--- src/tes_pkg.sv ---
// package: constants, types and timing for the three-rail enable sequencer
package tes_pkg;

    // ------------------------------------------------------------
    // clock and time base
    // ------------------------------------------------------------
    localparam longint unsigned CLK_HZ       = 200_000_000;
    localparam int unsigned     CNT_W        = 32;

    // default rail delay, extra delay on timers 1 and 4, settle pause
    localparam longint unsigned TD_DEFAULT_MS = 10;
    localparam longint unsigned EXTRA_US      = 400;
    localparam longint unsigned SETTLE_MS     = 120;

    localparam logic [CNT_W-1:0] TD_DEFAULT_CYC =
        CNT_W'((TD_DEFAULT_MS * CLK_HZ + 64'd999) / 64'd1000);
    localparam logic [CNT_W-1:0] EXTRA_CYC =
        CNT_W'((EXTRA_US * CLK_HZ + 64'd999_999) / 64'd1_000_000);
    localparam logic [CNT_W-1:0] SETTLE_CYC =
        CNT_W'((SETTLE_MS * CLK_HZ + 64'd999) / 64'd1000);

    // ------------------------------------------------------------
    // power-down orders, one 2-bit rail index per step, step 0 on top
    // rail index 0 = first, 1 = second, 2 = third
    // ------------------------------------------------------------
    localparam int unsigned PD_SEQ_DEFAULT = 1;
    localparam logic [5:0]  PD_ORDER_SEQ1  = 6'h24;
    localparam logic [5:0]  PD_ORDER_SEQ2  = 6'h21;
    localparam logic [5:0]  PD_ORDER_SEQ3  = 6'h18;
    localparam logic [5:0]  PD_ORDER_SEQ4  = 6'h12;
    localparam logic [5:0]  PD_ORDER_SEQ5  = 6'h09;
    localparam logic [5:0]  PD_ORDER_SEQ6  = 6'h06;

    // rails held low after reset
    localparam logic [2:0]  RAIL_HOLD_RST  = 3'h7;

    // ------------------------------------------------------------
    // types
    // ------------------------------------------------------------
    typedef enum logic [3:0] {
        TES_IDLE      = 4'b0000,
        TES_UP1       = 4'b0001,
        TES_UP2       = 4'b0010,
        TES_UP3       = 4'b0011,
        TES_UP_SETTLE = 4'b0100,
        TES_ON        = 4'b0101,
        TES_DN1       = 4'b0110,
        TES_DN2       = 4'b0111,
        TES_DN3       = 4'b1000,
        TES_DN_SETTLE = 4'b1001
    } tes_state_e;

    // one bit per open-drain rail pin, packed so bit 0 is the first rail
    typedef struct packed {
        logic rail_go_third;
        logic rail_go_second;
        logic rail_go_first;
    } tes_rail_s;

endpackage

--- src/tes_sequencer.sv ---
// three-rail enable sequencer: open-drain rail holds released and re-asserted in order
`timescale 1ns/1ps
`default_nettype none

// What this block does
// - after reset all three rails are held low until enable has stayed high through the first power-up timer.
// - enable high starts the power-up sequence by starting the first timer.
// - enable low during the first power-up timer resets it and returns to idle.
// - interrupted power-up handling applies only between timer 1 expiry and last release.
// - enable fall mid power-up restarts the running timer and finishes all releases.
// - after an interrupted power-up, wait about 120 ms before power-down begins.
// - interrupted power-down handling applies only after the first power-down timer expired.
// - enable rise mid power-down restarts the running timer and finishes all pull-downs.
// - after an interrupted power-down, wait about 120 ms before a new power-up.
// - enable low starts a timer, then rails pull low one by one, each after its delay.
// - first power-up and first power-down timers get an extra delay of about 400 us.
// - every timer counts the one master clock so their ratios stay fixed.
// - default order releases first, second, third and pulls low third, second, first.
// - each release starts the timer that delays the next release, until all three.
// - the three power-down delays are set apart from the three power-up delays.
module tes_sequencer
#(
    parameter logic [tes_pkg::CNT_W-1:0] P_TD1_CYC    = tes_pkg::TD_DEFAULT_CYC,
    parameter logic [tes_pkg::CNT_W-1:0] P_TD2_CYC    = tes_pkg::TD_DEFAULT_CYC,
    parameter logic [tes_pkg::CNT_W-1:0] P_TD3_CYC    = tes_pkg::TD_DEFAULT_CYC,
    parameter logic [tes_pkg::CNT_W-1:0] P_TD4_CYC    = tes_pkg::TD_DEFAULT_CYC,
    parameter logic [tes_pkg::CNT_W-1:0] P_TD5_CYC    = tes_pkg::TD_DEFAULT_CYC,
    parameter logic [tes_pkg::CNT_W-1:0] P_TD6_CYC    = tes_pkg::TD_DEFAULT_CYC,
    parameter logic [tes_pkg::CNT_W-1:0] P_EXTRA_CYC  = tes_pkg::EXTRA_CYC,
    parameter logic [tes_pkg::CNT_W-1:0] P_SETTLE_CYC = tes_pkg::SETTLE_CYC,
    parameter int unsigned               P_PD_SEQ     = tes_pkg::PD_SEQ_DEFAULT
)
(
    // clock, reset, clock enable
    input  wire logic       i_clk_sys,
    input  wire logic       i_rstn,
    input  wire logic       i_ce,
    // sequencing enable pin, asynchronous
    input  wire logic       i_en,
    // open-drain rail pins: enable high pulls the pin low
    output tes_pkg::tes_rail_s o_rail_out,
    output tes_pkg::tes_rail_s o_rail_oe,
    // status
    output logic [3:0]      o_phase,
    output logic            o_reverse_pending
);

    // ------------------------------------------------------------
    // power-down order lookup
    // ------------------------------------------------------------
    function automatic logic [5:0] pd_order(input int unsigned seq);
        logic [5:0] ord;
        ord = tes_pkg::PD_ORDER_SEQ1;
        case (seq)
            2: ord = tes_pkg::PD_ORDER_SEQ2;
            3: ord = tes_pkg::PD_ORDER_SEQ3;
            4: ord = tes_pkg::PD_ORDER_SEQ4;
            5: ord = tes_pkg::PD_ORDER_SEQ5;
            6: ord = tes_pkg::PD_ORDER_SEQ6;
            default: ord = tes_pkg::PD_ORDER_SEQ1;
        endcase
        return ord;
    endfunction

    // rail index pulled low at power-down step 0..2
    function automatic logic [1:0] pd_rail(input logic [1:0] step);
        logic [5:0] ord;
        logic [1:0] idx;
        ord = pd_order(P_PD_SEQ);
        idx = ord[5:4];
        case (step)
            2'd1:    idx = ord[3:2];
            2'd2:    idx = ord[1:0];
            default: idx = ord[5:4];
        endcase
        return idx;
    endfunction

    // ------------------------------------------------------------
    // timer loads
    // ------------------------------------------------------------
    localparam logic [tes_pkg::CNT_W-1:0] LD_UP1 = tes_pkg::CNT_W'(P_TD1_CYC + P_EXTRA_CYC);
    localparam logic [tes_pkg::CNT_W-1:0] LD_DN1 = tes_pkg::CNT_W'(P_TD4_CYC + P_EXTRA_CYC);

    // ------------------------------------------------------------
    // signals
    // ------------------------------------------------------------
    tes_pkg::tes_state_e       state_r;
    tes_pkg::tes_state_e       state_nxt;
    logic [2:0]                hold_r;
    logic [2:0]                hold_nxt;
    logic                      reverse_r;
    logic                      reverse_nxt;
    logic                      tmr_start_r;
    logic                      tmr_start_nxt;
    logic                      tmr_clear_r;
    logic                      tmr_clear_nxt;
    logic [tes_pkg::CNT_W-1:0] tmr_load_r;
    logic [tes_pkg::CNT_W-1:0] tmr_load_nxt;
    logic                      tmr_done;
    logic                      en_s;
    logic                      en_d_r;
    logic                      en_rise;
    logic                      en_fall;
    logic [2:0]                rail_out_r;

    // ------------------------------------------------------------
    // enable pin synchroniser and edges
    // ------------------------------------------------------------
    tes_sync2 u_en_sync
    (
        .i_clk_sys (i_clk_sys),
        .i_rstn    (i_rstn),
        .i_ce      (i_ce),
        .i_async   (i_en),
        .o_sync    (en_s)
    );

    always_ff @(posedge i_clk_sys)
    begin
        if (!i_rstn)
        begin
            en_d_r <= 1'b0;
        end
        else if (i_ce)
        begin
            en_d_r <= en_s;
        end
    end

    assign en_rise = en_s & ~en_d_r;
    assign en_fall = ~en_s & en_d_r;

    // ------------------------------------------------------------
    // shared timer
    // ------------------------------------------------------------
    // a single counter serves all six delays and both pauses
    tes_timer u_timer
    (
        .i_clk_sys (i_clk_sys),
        .i_rstn    (i_rstn),
        .i_ce      (i_ce),
        .i_start   (tmr_start_r),
        .i_clear   (tmr_clear_r),
        .i_load    (tmr_load_r),
        .o_done    (tmr_done)
    );

    // ------------------------------------------------------------
    // sequencing state machine
    // ------------------------------------------------------------
    always_comb
    begin
        state_nxt     = state_r;
        hold_nxt      = hold_r;
        reverse_nxt   = reverse_r;
        tmr_start_nxt = 1'b0;
        tmr_clear_nxt = 1'b0;
        tmr_load_nxt  = tmr_load_r;
        case (state_r)
            tes_pkg::TES_IDLE:
            begin
                hold_nxt    = tes_pkg::RAIL_HOLD_RST;
                reverse_nxt = 1'b0;
                if (en_s)
                begin
                    state_nxt     = tes_pkg::TES_UP1;
                    tmr_start_nxt = 1'b1;
                    tmr_load_nxt  = LD_UP1;
                end
            end
            tes_pkg::TES_UP1:
            begin
                if (!en_s)
                begin
                    // glitch filter: nothing released yet, so just drop back
                    state_nxt     = tes_pkg::TES_IDLE;
                    tmr_clear_nxt = 1'b1;
                end
                else if (tmr_done)
                begin
                    hold_nxt[0]   = 1'b0;
                    state_nxt     = tes_pkg::TES_UP2;
                    tmr_start_nxt = 1'b1;
                    tmr_load_nxt  = P_TD2_CYC;
                end
            end
            tes_pkg::TES_UP2:
            begin
                reverse_nxt = reverse_r | en_fall;
                if (tmr_done)
                begin
                    hold_nxt[1]   = 1'b0;
                    state_nxt     = tes_pkg::TES_UP3;
                    tmr_start_nxt = 1'b1;
                    tmr_load_nxt  = P_TD3_CYC;
                end
                else if (en_fall)
                begin
                    tmr_start_nxt = 1'b1;
                    tmr_load_nxt  = P_TD2_CYC;
                end
            end
            tes_pkg::TES_UP3:
            begin
                reverse_nxt = reverse_r | en_fall;
                if (tmr_done)
                begin
                    hold_nxt[2] = 1'b0;
                    if (reverse_r | en_fall)
                    begin
                        state_nxt     = tes_pkg::TES_UP_SETTLE;
                        tmr_start_nxt = 1'b1;
                        tmr_load_nxt  = P_SETTLE_CYC;
                    end
                    else
                    begin
                        state_nxt = tes_pkg::TES_ON;
                    end
                end
                else if (en_fall)
                begin
                    tmr_start_nxt = 1'b1;
                    tmr_load_nxt  = P_TD3_CYC;
                end
            end
            tes_pkg::TES_UP_SETTLE:
            begin
                // enable may have come back during the pause; follow its level then
                if (tmr_done)
                begin
                    reverse_nxt = 1'b0;
                    if (en_s)
                    begin
                        state_nxt = tes_pkg::TES_ON;
                    end
                    else
                    begin
                        state_nxt     = tes_pkg::TES_DN1;
                        tmr_start_nxt = 1'b1;
                        tmr_load_nxt  = LD_DN1;
                    end
                end
            end
            tes_pkg::TES_ON:
            begin
                if (!en_s)
                begin
                    state_nxt     = tes_pkg::TES_DN1;
                    tmr_start_nxt = 1'b1;
                    tmr_load_nxt  = LD_DN1;
                end
            end
            tes_pkg::TES_DN1:
            begin
                if (en_s)
                begin
                    // no rail pulled low yet, so an early return needs no pause
                    state_nxt     = tes_pkg::TES_ON;
                    tmr_clear_nxt = 1'b1;
                end
                else if (tmr_done)
                begin
                    hold_nxt[pd_rail(2'd0)] = 1'b1;
                    state_nxt               = tes_pkg::TES_DN2;
                    tmr_start_nxt           = 1'b1;
                    tmr_load_nxt            = P_TD5_CYC;
                end
            end
            tes_pkg::TES_DN2:
            begin
                reverse_nxt = reverse_r | en_rise;
                if (tmr_done)
                begin
                    hold_nxt[pd_rail(2'd1)] = 1'b1;
                    state_nxt               = tes_pkg::TES_DN3;
                    tmr_start_nxt           = 1'b1;
                    tmr_load_nxt            = P_TD6_CYC;
                end
                else if (en_rise)
                begin
                    tmr_start_nxt = 1'b1;
                    tmr_load_nxt  = P_TD5_CYC;
                end
            end
            tes_pkg::TES_DN3:
            begin
                reverse_nxt = reverse_r | en_rise;
                if (tmr_done)
                begin
                    hold_nxt[pd_rail(2'd2)] = 1'b1;
                    if (reverse_r | en_rise)
                    begin
                        state_nxt     = tes_pkg::TES_DN_SETTLE;
                        tmr_start_nxt = 1'b1;
                        tmr_load_nxt  = P_SETTLE_CYC;
                    end
                    else
                    begin
                        state_nxt = tes_pkg::TES_IDLE;
                    end
                end
                else if (en_rise)
                begin
                    tmr_start_nxt = 1'b1;
                    tmr_load_nxt  = P_TD6_CYC;
                end
            end
            tes_pkg::TES_DN_SETTLE:
            begin
                if (tmr_done)
                begin
                    reverse_nxt = 1'b0;
                    state_nxt   = tes_pkg::TES_IDLE;
                end
            end
            default:
            begin
                state_nxt     = tes_pkg::TES_IDLE;
                hold_nxt      = tes_pkg::RAIL_HOLD_RST;
                tmr_clear_nxt = 1'b1;
            end
        endcase
    end

    // ------------------------------------------------------------
    // state and timer request registers
    // ------------------------------------------------------------
    always_ff @(posedge i_clk_sys)
    begin
        if (!i_rstn)
        begin
            state_r     <= tes_pkg::TES_IDLE;
            reverse_r   <= 1'b0;
            tmr_start_r <= 1'b0;
            tmr_clear_r <= 1'b0;
            tmr_load_r  <= '0;
        end
        else if (i_ce)
        begin
            state_r     <= state_nxt;
            reverse_r   <= reverse_nxt;
            tmr_start_r <= tmr_start_nxt;
            tmr_clear_r <= tmr_clear_nxt;
            tmr_load_r  <= tmr_load_nxt;
        end
    end

    // ------------------------------------------------------------
    // rail pin drive
    // ------------------------------------------------------------
    // the pins never drive high; the pull-up sets the released level
    always_ff @(posedge i_clk_sys)
    begin
        if (!i_rstn)
        begin
            hold_r     <= tes_pkg::RAIL_HOLD_RST;
            rail_out_r <= 3'h0;
        end
        else if (i_ce)
        begin
            hold_r     <= hold_nxt;
            rail_out_r <= 3'h0;
        end
    end

    assign o_rail_oe         = tes_pkg::tes_rail_s'(hold_r);
    assign o_rail_out        = tes_pkg::tes_rail_s'(rail_out_r);
    assign o_phase           = state_r;
    assign o_reverse_pending = reverse_r;

endmodule

`default_nettype wire

--- src/tes_sync2.sv ---
// two-flop synchroniser for the asynchronous enable pin
`timescale 1ns/1ps
`default_nettype none

module tes_sync2
(
    // clock and reset
    input  wire logic i_clk_sys,
    input  wire logic i_rstn,
    input  wire logic i_ce,
    // async level in, synchronised level out
    input  wire logic i_async,
    output logic      o_sync
);

    logic meta_r;
    logic sync_r;

    // meta_r feeds only sync_r
    always_ff @(posedge i_clk_sys)
    begin
        if (!i_rstn)
        begin
            meta_r <= 1'b0;
            sync_r <= 1'b0;
        end
        else if (i_ce)
        begin
            meta_r <= i_async;
            sync_r <= meta_r;
        end
    end

    assign o_sync = sync_r;

endmodule

`default_nettype wire

--- src/tes_timer.sv ---
// one-shot down counter; all sequencing delays run on this one time base
`timescale 1ns/1ps
`default_nettype none

module tes_timer
(
    // clock and reset
    input  wire logic                      i_clk_sys,
    input  wire logic                      i_rstn,
    input  wire logic                      i_ce,
    // control
    input  wire logic                      i_start,
    input  wire logic                      i_clear,
    input  wire logic [tes_pkg::CNT_W-1:0] i_load,
    // status
    output logic                           o_done
);

    logic [tes_pkg::CNT_W-1:0] cnt_r;
    logic                      run_r;
    logic                      done_r;

    always_ff @(posedge i_clk_sys)
    begin
        if (!i_rstn)
        begin
            cnt_r  <= '0;
            run_r  <= 1'b0;
            done_r <= 1'b0;
        end
        else if (i_ce)
        begin
            done_r <= 1'b0;
            if (i_clear)
            begin
                run_r <= 1'b0;
            end
            else if (i_start)
            begin
                // a zero load would wrap and run through the whole counter range, so count it as one
                cnt_r <= (i_load == '0) ? tes_pkg::CNT_W'(1) : i_load;
                run_r <= 1'b1;
            end
            else if (run_r)
            begin
                if (cnt_r == tes_pkg::CNT_W'(1))
                begin
                    run_r  <= 1'b0;
                    done_r <= 1'b1;
                end
                else
                begin
                    cnt_r <= cnt_r - tes_pkg::CNT_W'(1);
                end
            end
        end
    end

    assign o_done = done_r;

endmodule

`default_nettype wire

--- config.mk ---
export PLATFORM = sky130hd
export DESIGN_NAME = tes_sequencer
export DESIGN_NICKNAME = d
export VERILOG_FILES = /design/src/tes_pkg.sv /design/src/tes_sequencer.sv /design/src/tes_sync2.sv /design/src/tes_timer.sv
export SDC_FILE = /design/constraint.sdc
export NUM_CORES = 1
export LEC_CHECK = 0
export ABC_AREA = 0
export ABC_CLOCK_PERIOD_IN_PS = 6070
export BUFFER_PORTS_ARGS = -buffer_cell sky130_fd_sc_hd__buf_2
export CAP_MARGIN = 20
export CORE_MARGIN = 2
export CORE_UTILIZATION = 50
export CTS_CLUSTER_SIZE = 28
export DETAILED_ROUTE_END_ITERATION = 8
export PLACE_DENSITY = 0.71
export SYNTH_ARGS = -nofsm -noshare
export SYNTH_HDL_FRONTEND = slang
export SYNTH_HIERARCHICAL = 1
export SYNTH_SLANG_ARGS = --single-unit
export TNS_END_PERCENT = 5
--- constraint.sdc ---
create_clock -name i_clk_sys -period 6.07 [get_ports i_clk_sys]
set_clock_uncertainty 0.05 [all_clocks]
set_input_delay 1.214 -clock i_clk_sys [delete_from_list [all_inputs] [get_ports i_clk_sys]]
set_output_delay 1.214 -clock i_clk_sys [all_outputs]
set_load 0.02 [all_outputs]
After elaboration in Yosys (flattened, before gate mapping)
Cells that the tools add are included. W data, S select, Z words.

Register bits: 79. Input bits: 4. Output and inout bits: 11.

Add/sub/neg operators: 1. Equality and inequality tests: 28. Multiplexer cells: 67. Bitwise operators: 10. Reductions and logical operators: 19.

Operator list (count): $mux W32 (18); $pmux W32 S9 (1); $mux W4 (13); $pmux W4 S10 (1); $eq A32 B1 Y1 const B (1); $logic_not A32 Y1 (1); $sub A32 B1 Y32 const B (1); $mux W1 (27); $ne A2 B1 Y1 const B (11); $reduce_or A7 Y1 (3); $eq A4 B3 Y1 const B (4); $pmux W1 S3 (4); $reduce_and A11 Y1 (1); $reduce_and A5 Y1 (2); $pmux W1 S9 (1); $reduce_bool A9 Y1 (1); $eq A4 B2 Y1 const B (2); $eq A4 B4 Y1 const B (2); $reduce_and A4 Y1 (2); $reduce_and A8 Y1 (1); $reduce_or A8 Y1 (1); $ne A2 B2 Y1 const B (3); $ne A3 B3 Y1 const B (2); $not A1 Y1 (6); 12 further kinds (16).

Depth between registers and ports, before layout
Gate-level depths: netlist of run 1.

Depth after elaboration: 6. Depth in mapped cells: 13.

Modules after synthesis
The synthesis of run 1 kept the hierarchy.

Modules (own cells, without submodules): tes_timer (instances 1, cells an instance 291, area an instance 2416.1 um^2); tes_sequencer (instances 1, cells an instance 281, area an instance 2389.8 um^2); tes_sync2 (instances 1, cells an instance 6, area an instance 72.6 um^2).

Worst setup path before layout of run 1
OpenSTA, ideal clock, no wires.

Kind: input to register. Start point: input port i_ce. End point: register tmr_load_r[20] (netlist name). Library setup time: 0.115 ns. Data arrival time: 2.415 ns. Required time: 5.905 ns. Setup slack: 3.491 ns. Stages: 6. Path buffers: 2. Cells stage by stage: clkbuf_1 nand4_1 or2_1 buf_4 o21a_1 o21a_1.

Longest elaborated chain between the ends: 1.

RTL lines: start: declaration (RTL line tes_sequencer.sv:37) `input wire logic i_ce,`; $reduce_and A8 Y1 (no line); end signal: assignment (RTL line tes_sequencer.sv:345) `tmr_load_r <= tmr_load_nxt;`; end: declaration (RTL line tes_sequencer.sv:98) `logic [tes_pkg::CNT_W-1:0] tmr_load_r;`.

Every way passes these cells. A chain may end at the register's enable or synchronous reset.

Worst setup path after layout of run 1
Start point: register u_timer/cnt_r[20] (netlist name). End point: register u_timer/cnt_r[22] (netlist name).

Longest elaborated chain between the ends: 4.

RTL lines: start: declaration (RTL line tes_timer.sv:19) `logic [tes_pkg::CNT_W-1:0] cnt_r;`; start signal: assignment (RTL line tes_timer.sv:41) `cnt_r <= (i_load == '0) ? tes_pkg::CNT_W'(1) : i_load;`; start signal: assignment (RTL line tes_timer.sv:53) `cnt_r <= cnt_r - tes_pkg::CNT_W'(1);`; $sub A32 B1 Y32 (RTL line tes_timer.sv:53); $mux W32 (RTL line tes_timer.sv:46) `if (cnt_r == tes_pkg::CNT_W'(1))`; $mux W32 (RTL line tes_timer.sv:44) `else if (run_r)`; $mux W32 (RTL line tes_timer.sv:38) `else if (i_start)`.

Parallel ways exist; a longest one is shown, timed or not. The select of a mux whose other input is x is not followed.

==> impl_metrics.tcl, run 1 <==
set metrics [dict create \
    drt_pass1_iterations 5 \
    layout_commonest_cell "dfxtp_1" \
    syn_area_sq_um 4880 \
    synthTopCellsByArea "dfxtp_1, a21oi_1, nand2_1" \
    p_int_mw 0.945 \
    yosysTopAreaCellShare_pct 32.4 \
    cts_tree "yes" \
    cts.sinks 79 \
    hp-class "register to register" \
    cts.htree.levels 3 \
    cts-resized-gates 0 \
    path_max_fanout 21 \
    grt-ovfl-total 0 \
    p_leak_nw 1.98 \
    cts-root-buf "clkbuf_8" \
    finalCritPeriodShare_pct 52.6 \
    ys_warn_count 6 \
    place_ws_ns 2.91 \
    p_sw_mw 0.637 \
    crit_arrival_ns 3.39 \
    postSynthAreaPerCell_sq_um 8.44 \
    placementRows 36 \
    clock_path_buffers 2 \
    ctsHoldBuffers 0 \
    remaining_drc_errors 0 \
    ant_nets 0 \
    start_util_pct 50.6 \
    pwr-share-seq_pct 40.4 \
    max-cap-violations 0 \
    crit_required_ns 6.27 \
    vias 4478 \
    fmax_ghz 0.313 \
    io_buffer_count 11 \
    synth_largest_area_cell "dfxtp_1" \
    tightest_slew_ns 0.996 \
    cts_setup_buffers 0 \
    die_h_microns 103 \
    hpwlAfterDp_microns 8270 \
    hold_viol_final 0 \
    grt_max_degree 59 \
    drive_gt1_share_pct 13.9 \
    pin_count 15 \
    track_usage_pct 23.9 \
    finalWorstSetupSlack_ns 2.88 \
    antenna_found_initial 0 \
    post-route-min-period_ns 3.19 \
    powerDensity_nw_per_um2 310 \
    core-area_sq_um 9640 \
    synth_ff_type "dfxtp_1" \
    drtIter0Drc 567 \
    routed_wl_microns 12300 \
    wl_per_cell_microns 17.7 \
    yosysSeqAreaShare_pct 32.4 \
    slew_headroom_pct 33.1 \
    via_per_inst 6.45 \
    grt_pass1_wl_microns 20100 \
    clk_latency_ns 0.36 \
    antennaDiodeCount 0 \
    ys_ff_latch 79 \
    area_growth_pct 4.67 \
    crit_type "register to register" \
    die_w_microns 103 \
    final_max_slew_viol_count 0 \
    fp.dieArea_sq_um 10600 \
    pwr-share-comb_pct 35.3 \
    cts_buffers 9 \
    place.gp.congestion 0.887 \
    end_kind "register" \
    ir_drop_mv 0.171 \
    ys_types 79 \
    synth_edf_count 0 \
    n_fill_cell 913 \
    critPathLaunchType "register" \
    rsz0062_at_grt "false" \
    first_global_vias 3908 \
    p_clk_share_pct 24.2 \
    status "finished, final reports clean" \
    fin_tns_setup_ns 0 \
    synthCells 578 \
    power.share.switching_pct 40.3 \
    synth-async-reset-ratio_pct 0 \
    final_cell_mix "dfxtp_1, nand2_1, a21oi_1, nor2_1, nor4_1" \
    path_clk_slew_ns 0.09 \
    setup_viol 0 \
    finalNetCount 564 \
]
## per-stage QoR
stage	utilization (%)	hold WS (ns)	instances	area, sq um	total power, mW
2_1_floorplan	-	0.393	580	4890	1.10
4_1_cts	53.0	0.448	694	5110	1.58
3_3_place_gp	50.8	0.407	677	4890	1.18
3_5_place_dp	51.0	0.427	678	4920	1.20
6_report	53.0	0.440	694	5110	1.58
5_1_grt	53.0	0.457	694	5110	1.68
## sequential cells by signal, summed over array words and instances (netlist names)
| name | cells |
|---|---|
| u_timer/o_done | 1 |
| u_en_sync/o_sync | 1 |
| u_timer/cnt_r | 32 |
| tmr_start_r | 1 |
| o_rail_oe | 3 |
| u_en_sync/meta_r | 1 |
| o_reverse_pending | 1 |
| tmr_clear_r | 1 |
| en_d_r | 1 |
| u_timer/run_r | 1 |
| o_phase | 4 |
| tmr_load_r | 32 |
## final cells by class
| cell class | instances | area [sq um] | area share, % |
|---|---|---|---|
| clock inverter | 7 | 62.6 | 1.23 |
| multi-input combinational | 435 | 3000 | 58.7 |
| sequential | 79 | 1580 | 31.0 |
| inverter | 13 | 48.8 | 0.956 |
| timing repair buffer | 18 | 128 | 2.50 |
| clock buffer | 9 | 124 | 2.43 |
| tap | 133 | 166 | 3.26 |
## power groups by stage
stage          registers (mW)  clock network [mW]  logic (mW)
4_1_cts                 0.636               0.389       0.552
2_1_floorplan           0.613                   0       0.484
6_report                0.640               0.383       0.559
5_1_grt                 0.647               0.416       0.618
3_5_place_dp            0.648                   0       0.549
3_3_place_gp            0.645                   0       0.535
## Yosys cell counts (all sizes together), types with 8 or more instances
library cell	count
a211o	15
a21o	8
a21oi	39
a311oi	11
and2	17
buf	26
clkbuf	27
dfxtp	79
inv	12
nand2	48
nand2b	8
nand3	10
nand4	10
nor2	37
nor2b	13
nor3	8
nor4	24
o21a	10
o21ai	23
o221a	17
o2bb2ai	10
or3	11
## kinds of logic after synthesis
family / after synthesis / share of synthesized area [%]
XOR/XNOR: 11 / 1.97
buffers and inverters: 66 / 6.57
flip-flops: 79 / 32.4
adder cells (fa/ha/maj): 4 / 1.03
AO/OA/AOI/OAI: 194 / 30.0
other: 1 / 0.0769
AND/OR/NAND/NOR: 216 / 26.5
multiplexers: 7 / 1.44
## critical path, stage by stage, from the launching register on
cell and delay [ns]:
dfxtp_1 0.36, or4_4 0.57, nand4bb_4 0.33, nor4_4 0.92, nor2_2 0.31, buf_16 0.26
a311oi_1 0.26
## final timing paths
path	start	depth (start not counted)	slack [ns]	end
max	u_timer/cnt_r[20]$_SDFFE_PN0P_	6	2.88	u_timer/cnt_r[22]$_SDFFE_PN0P_
min	o_rail_oe[1]$_SDFFE_PN1P_	2	0.44	o_rail_oe[1]$_SDFFE_PN1P_
max reg2reg	u_timer/cnt_r[20]$_SDFFE_PN0P_	6	2.88	u_timer/cnt_r[22]$_SDFFE_PN0P_
min reg2reg	o_rail_oe[1]$_SDFFE_PN1P_	2	0.44	o_rail_oe[1]$_SDFFE_PN1P_
## layer usage
layer	wire [microns]	global-route usage [%]	up-vias	part of all wire, %
met5	0	0	-	0
li1	-	-	2152	-
met1	5870	35.8	2142	48
met3	814	4.07	18	6.6
met2	5430	34.7	166	44
met4	186	7.79	0	1.5
Note: power is estimated with default switching activity, not from simulation.
==> run 2: changes to the inputs <==
--- a/config.mk
+++ b/config.mk
@@ -5,15 +5,15 @@
 export SDC_FILE = /design/constraint.sdc
 export NUM_CORES = 1
 export LEC_CHECK = 0
-export ABC_AREA = 0
-export ABC_CLOCK_PERIOD_IN_PS = 6070
+export ABC_AREA = 1
+export ABC_CLOCK_PERIOD_IN_PS = 2800
 export BUFFER_PORTS_ARGS = -buffer_cell sky130_fd_sc_hd__buf_2
 export CAP_MARGIN = 20
 export CORE_MARGIN = 2
 export CORE_UTILIZATION = 50
 export CTS_CLUSTER_SIZE = 28
 export DETAILED_ROUTE_END_ITERATION = 8
-export PLACE_DENSITY = 0.71
+export PLACE_DENSITY = 0.74
 export SYNTH_ARGS = -nofsm -noshare
 export SYNTH_HDL_FRONTEND = slang
 export SYNTH_HIERARCHICAL = 1
==> constraint.sdc (replaced) <==
create_clock -name i_clk_sys -period 2.8 [get_ports i_clk_sys]
set_clock_uncertainty 0.05 [all_clocks]
set_input_delay 0.56 -clock i_clk_sys [delete_from_list [all_inputs] [get_ports i_clk_sys]]
set_output_delay 0.56 -clock i_clk_sys [all_outputs]
set_load 0.02 [all_outputs]
==> run 2 against run 1 <==
  * Sequential power is 130% higher
  * Register-to-register slack worse by 2.2 ns
  * Clock power grew to 2.6 times the previous value
  * Critical path depth is 2 higher
  * Sequential share of layout area is 3.9 points lower
  * First-iteration DRC count is 21% lower
  * Count of clock-buffer cells in the layout is 2 higher
  * Flip-flop and latch count stayed put
  * Power grew to 3.4 times the previous value
  * Synthesized cell count is 66% higher
  * Final cell count is 59% higher
  * Critical endpoint is now tmr_load_r[7]$_SDFFE_PN0P_
==> impl_metrics.tcl, run 2 <==
set metrics [dict create \
    antennaDiodeCount 0 \
    synth_commonest_cells "nand2_1, nor2_1, inv_1" \
    slew_headroom_pct 48.9 \
    post-route-min-period_ns 2.12 \
    path_clk_slew_ns 0.09 \
    cts.sinks 79 \
    syn_area_sq_um 5470 \
    place.gp.congestion 0.948 \
    finalNetCount 968 \
    pwr-share-seq_pct 27.2 \
    seq_area_sq_um 1580 \
    area_growth_pct 6.72 \
    finalCritPeriodShare_pct 75.6 \
    fin_area_sq_um 5840 \
    pwr-share-comb_pct 54.4 \
    routed_wl_microns 14600 \
    ctsHoldBuffers 0 \
    critPathLaunchType "register" \
    grt_max_degree 42 \
    final_cell_mix "nand2_1, nor2_1, inv_1, dfxtp_1, nand3_1" \
    hold_viol_final 0 \
    synthTopCellsByArea "dfxtp_1, nand2_1, nor2_1" \
    cts_buffers 9 \
    grt_pass1_wl_microns 24700 \
    vias 5842 \
    n_fill_cell 1141 \
    drtIter0Drc 446 \
    end_kind "register" \
    start_util_pct 50.9 \
    wl_per_cell_microns 13.2 \
    drt_pass1_iterations 6 \
    rsz0062_at_grt "false" \
    power.share.switching_pct 48.6 \
    p_leak_nw 3.06 \
    antenna_found_initial 0 \
    p_clk_share_pct 18.4 \
    grt-ovfl-total 0 \
    placementRows 38 \
    ant_nets 0 \
    synth_largest_area_cell "dfxtp_1" \
    synth-async-reset-ratio_pct 0 \
    powerDensity_nw_per_um2 933 \
    crit_type "register to register" \
    status "finished, final reports clean" \
    cts.htree.levels 3 \
    clk_latency_ns 0.38 \
    fp.dieArea_sq_um 11800 \
    cts-resized-gates 0 \
    cts_setup_buffers 0 \
    cts_tree "yes" \
    crit_required_ns 3.04 \
    postSynthAreaPerCell_sq_um 5.71 \
    synth_edf_count 0 \
    layout_commonest_cell "nand2_1" \
    fin_tns_setup_ns 0 \
    clock_path_buffers 2 \
    track_usage_pct 26.4 \
    ys_ff_latch 79 \
    path_max_fanout 9 \
    yosysTopAreaCellShare_pct 28.9 \
    p_int_mw 2.80 \
    max-cap-violations 0 \
    synth_ff_type "dfxtp_1" \
    io_buffer_count 11 \
    drive_gt1_share_pct 8.08 \
    first_global_vias 5234 \
    final_max_slew_viol_count 0 \
    hp-class "register to register" \
    ir_drop_mv 0.589 \
    ys_warn_count 6 \
    ys_types 35 \
    multi_input_area_sq_um 3330 \
    die_h_microns 109 \
    setup_viol 0 \
    synth_most_common_cell "nand2_1" \
    hpwlAfterDp_microns 10700 \
    place_area_sq_um 5610 \
    die_w_microns 109 \
    cts-root-buf "clkbuf_8" \
    crit_arrival_ns 2.36 \
    remaining_drc_errors 0 \
    synthCells 959 \
    yosysSeqAreaShare_pct 28.9 \
    via_per_inst 5.29 \
    core-area_sq_um 10700 \
    pin_count 15 \
    tightest_slew_ns 0.764 \
    fmax_ghz 0.472 \
    p_sw_mw 2.65 \
]
run 2: final cells by class:
class                           count  area share, %
Tap cell                          140           3.00
Clock buffer                       11           2.59
Inverter                           99           6.36
Timing Repair Buffer               22           2.57
Multi-Input combinational cell    749           57.0
Clock inverter                      5           1.37
Sequential cell                    79           27.1
run 2: worst paths after layout:
path	cells after the start	to	slack, ns	from
setup / recovery	8	tmr_load_r[7]$_SDFFE_PN0P_	0.68	o_phase[1]$_SDFFE_PN0P_
hold / removal	2	o_rail_oe[2]$_SDFFE_PN1P_	0.41	o_rail_oe[2]$_SDFFE_PN1P_
setup reg to reg	8	tmr_load_r[7]$_SDFFE_PN0P_	0.68	o_phase[1]$_SDFFE_PN0P_
hold reg to reg	2	o_rail_oe[2]$_SDFFE_PN1P_	0.41	o_rail_oe[2]$_SDFFE_PN1P_
run 2: per-layer routing:
metal / GRT usage [%] / wire length (microns) / vias up
met1: 34.9 / 6620 / 2586
met3: 3.17 / 981 / 31
met2: 43.8 / 6670 / 209
met5: 0 / 0 / -
li1: - / - / 3016
met4: 10.5 / 359 / 0
run 2: kinds of logic (layout without fill, tap and decap cells):
family	count (synthesis)	after routing	synth area share [%]
xor gates and xnor gates	2	2	0.320
other	1	3	0.0685
and+or+nand+nor	612	612	47.3
buffers and inverters	133	137	10.4
DFF	79	79	28.9
AOI/OAI and AO/OA	128	128	12.1
adders and majority gates	4	4	0.914
run 2: power groups by stage:
stage,sequential [mW],clock [mW],combinational [mW]
after floorplan,1.49,0,2.30
after global placement,1.50,0,2.90
after detailed placement,1.50,0,2.93
after CTS,1.48,1.02,2.94
after global routing,1.51,1.07,3.39
final,1.48,1.00,2.96
run 2: stage by stage:
| stage | hold slack [ns] | power, mW | setup WS (ns) | utilization (%) | cells |
|---|---|---|---|---|---|
| 2_1_floorplan | 0.382 | 3.79 | 0.972 | - | 961 |
| 3_3_place_gp | 0.392 | 4.41 | 0.699 | 52.2 | 1089 |
| 3_5_place_dp | 0.389 | 4.43 | 0.606 | 52.2 | 1089 |
| 4_1_cts | 0.407 | 5.44 | 0.758 | 54.4 | 1105 |
| 5_1_grt | 0.421 | 5.96 | 0.497 | 54.4 | 1105 |
| 6_report | 0.405 | 5.45 | 0.682 | 54.4 | 1105 |
run 2: critical path: stages, from the launching register on:
cell	delay (ns)
dfxtp_1	0.56
inv_2	0.15
nor2_2	0.22
nand2_1	0.24
inv_1	0.34
o21ai_0	0.16
nand3_1	0.10
nand2_1	0.06
a21oi_1	0.15
==> run 3: changes to the inputs <==
--- a/config.mk
+++ b/config.mk
@@ -6,7 +6,7 @@
 export NUM_CORES = 1
 export LEC_CHECK = 0
 export ABC_AREA = 1
-export ABC_CLOCK_PERIOD_IN_PS = 2800
+export ABC_CLOCK_PERIOD_IN_PS = 1900
 export BUFFER_PORTS_ARGS = -buffer_cell sky130_fd_sc_hd__buf_2
 export CAP_MARGIN = 20
 export CORE_MARGIN = 2
==> constraint.sdc (replaced) <==
create_clock -name i_clk_sys -period 1.9 [get_ports i_clk_sys]
set_clock_uncertainty 0.05 [all_clocks]
set_input_delay 0.38 -clock i_clk_sys [delete_from_list [all_inputs] [get_ports i_clk_sys]]
set_output_delay 0.38 -clock i_clk_sys [all_outputs]
set_load 0.02 [all_outputs]
==> run 3 against run 2 <==
  * Sequential share of layout area shrank 1.5 points
  * Critical endpoint is now tmr_load_r[15]$_SDFFE_PN0P_
  * Count of clock-buffer cells in the layout up 1
  * Highest routed layer unchanged
  * Die area did not move
  * Critical path type unchanged
  * Register-to-register slack worse by 0.58 ns
  * Final cell count grew 3.3%
  * Power increased by 57%
==> impl_metrics.tcl, run 3 (synthesized netlist as in run 2, its figures left out) <==
set metrics [dict create \
    die_w_microns 109 \
    final_cell_mix "nand2_1, nor2_1, inv_1, dfxtp_1, nand3_1" \
    path_clk_slew_ns 0.08 \
    antenna_found_initial 0 \
    crit_start "o_phase[3]$_SDFFE_PN0P_" \
    hold_end "u_en_sync/meta_r$_SDFFE_PN0P_" \
    p_sw_mw 4.05 \
    finalNetCount 1005 \
    layout_commonest_cell "nand2_1" \
    cp_slowest_cell "dfxtp_2" \
    hold_depth 5 \
    io_buffer_count 11 \
    critical-path-top-delay-family "simple AND/OR/NAND/NOR gates" \
    cts.sinks 79 \
    power.share.switching_pct 47.3 \
    p_leak_nw 3.26 \
    ir_drop_mv 1.02 \
    grt_pass1_wl_microns 26100 \
    worstHoldStart "i_en" \
    cts.htree.levels 3 \
    cts_tree "yes" \
    reg2reg_slack_ns 0.1 \
    place_area_sq_um 5930 \
    drive_gt1_share_pct 12.1 \
    end_kind "register" \
    area_growth_pct 13.4 \
    critPathLaunchType "register" \
    crit_type "register to register" \
    status "finished, final reports clean" \
    p_clk_share_pct 16.6 \
    worstReg2RegStart "o_phase[3]$_SDFFE_PN0P_" \
    powerDensity_nw_per_um2 1380 \
    p_int_mw 4.52 \
    wl_per_cell_microns 13.6 \
    max-cap-violations 0 \
    via_per_inst 5.21 \
    cts_buffers 9 \
    post-route-min-period_ns 1.80 \
    rsz0062_at_grt "true" \
    dp.cells 1121 \
    core-area_sq_um 10700 \
    ant_nets 0 \
    drt_pass1_iterations 5 \
    cts-root-buf "clkbuf_8" \
    routed_wl_microns 15600 \
    fp.dieArea_sq_um 11800 \
    path_max_fanout 7 \
    pwr-share-comb_pct 58.0 \
    pwr-share-seq_pct 25.5 \
    crit_arrival_ns 2.03 \
    clock_path_buffers 2 \
    clk_latency_ns 0.38 \
    fin_area_sq_um 6210 \
    start_util_pct 50.9 \
    hpwlAfterDp_microns 11400 \
    drtIter0Drc 404 \
    cp_common_cell "buf_4" \
    fmax_ghz 0.555 \
    hp-class "primary input to register" \
    worstPathBufferInverterCount 4 \
    hold_viol_final 0 \
    ctsHoldBuffers 0 \
    grt-ovfl-total 0 \
    antennaDiodeCount 0 \
    worst-r2r-cell-count 12 \
    remaining_drc_errors 0 \
    die_h_microns 109 \
    vias 5948 \
    setup_viol 0 \
    cp_cell_sequence "buf_4, nor2_4, buf_4, buf_4, nand2_1, nand2_1, nor2_2, nand2_1, buf_4, nand4_1, nor2_1, nor2_1" \
    crit_required_ns 2.13 \
    place.gp.congestion 0.972 \
    track_usage_pct 28.0 \
    finalCritPeriodShare_pct 94.8 \
    placementRows 38 \
    pin_count 15 \
    first_global_vias 5399 \
    critPathMaxStageDelay_ns 0.35 \
    r2r-end "tmr_load_r[15]$_SDFFE_PN0P_" \
    fin_tns_setup_ns 0 \
    fin_cells 1141 \
    grt_max_degree 39 \
    final_max_slew_viol_count 0 \
]
==> run 3: cell count changes in the layout (fill, tap and decap cells not counted), sizes merged <==
cell,delta
buf,+37
clkinv,-1
clkinvlp,-1
clkbuf,+1
==> run 3: area by class of cell <==
class / instances / area [sq um]
Fill cell: 1115 / 4540
Clock buffer: 12 / 145
Clock inverter: 3 / 67.6
Inverter: 99 / 372
Tap cell: 140 / 175
Sequential cell: 79 / 1590
Multi-Input combinational cell: 749 / 3360
Timing Repair Buffer: 59 / 503
==> run 3: worst max path at each step <==
stage                                   to  slack (ns)  cells past startpoint
4_1_cts          o_rail_oe[2]$_SDFFE_PN1P_        0.06                      8
3_5_place_dp     o_rail_oe[2]$_SDFFE_PN1P_        0.07                      8
2_1_floorplan   tmr_load_r[0]$_SDFFE_PN0P_        0.07                     13
6_report       tmr_load_r[15]$_SDFFE_PN0P_         0.1                     12
3_3_place_gp     o_rail_oe[2]$_SDFFE_PN1P_        0.04                      8
5_1_grt        tmr_load_r[20]$_SDFFE_PN0P_       -0.02                      9
==> run 3: power by group through the flow <==
stage	logic [mW]	clock network, mW	registers, mW
floorplan	3.38	0	2.20
global placement	4.73	0	2.20
finish	4.96	1.42	2.18
detailed placement	4.74	0	2.20
global route	5.61	1.50	2.22
CTS	4.76	1.44	2.16
==> run 3: stage by stage <==
step,setup slack [ns],hold WS (ns),utilization [%],power [mW]
6_report,0.0987,0.249,57.8,8.57
5_1_grt,-0.0242,0.284,57.8,9.33
4_1_cts,0.0607,0.233,57.1,8.37
3_5_place_dp,0.0738,0.398,55.1,6.95
3_3_place_gp,0.0424,0.389,55.1,6.93
2_1_floorplan,0.0722,0.382,-,5.58
==> run 3: tightest hold or removal path, stage by stage <==
cell and delay [ns]:
buf_2 0.07, inv_1 0.03, nand2_1 0.04, nand2_1 0.04, nor2_1 0.07
==> run 3: timing repair <==
item                                    in CTS  in global routing
endpoints found under the setup margin       0                 47
gates resized for setup                      0                 12
buffers inserted                             0                  5
==> run 3: metal layers <==
metal	track usage, %	routed length (microns)	vias to the layer above
met2	44.5	7080	192
met1	38.4	7090	2640
li1	-	-	3094
met3	4.66	1090	22
met4	9.80	294	0
met5	0	0	-
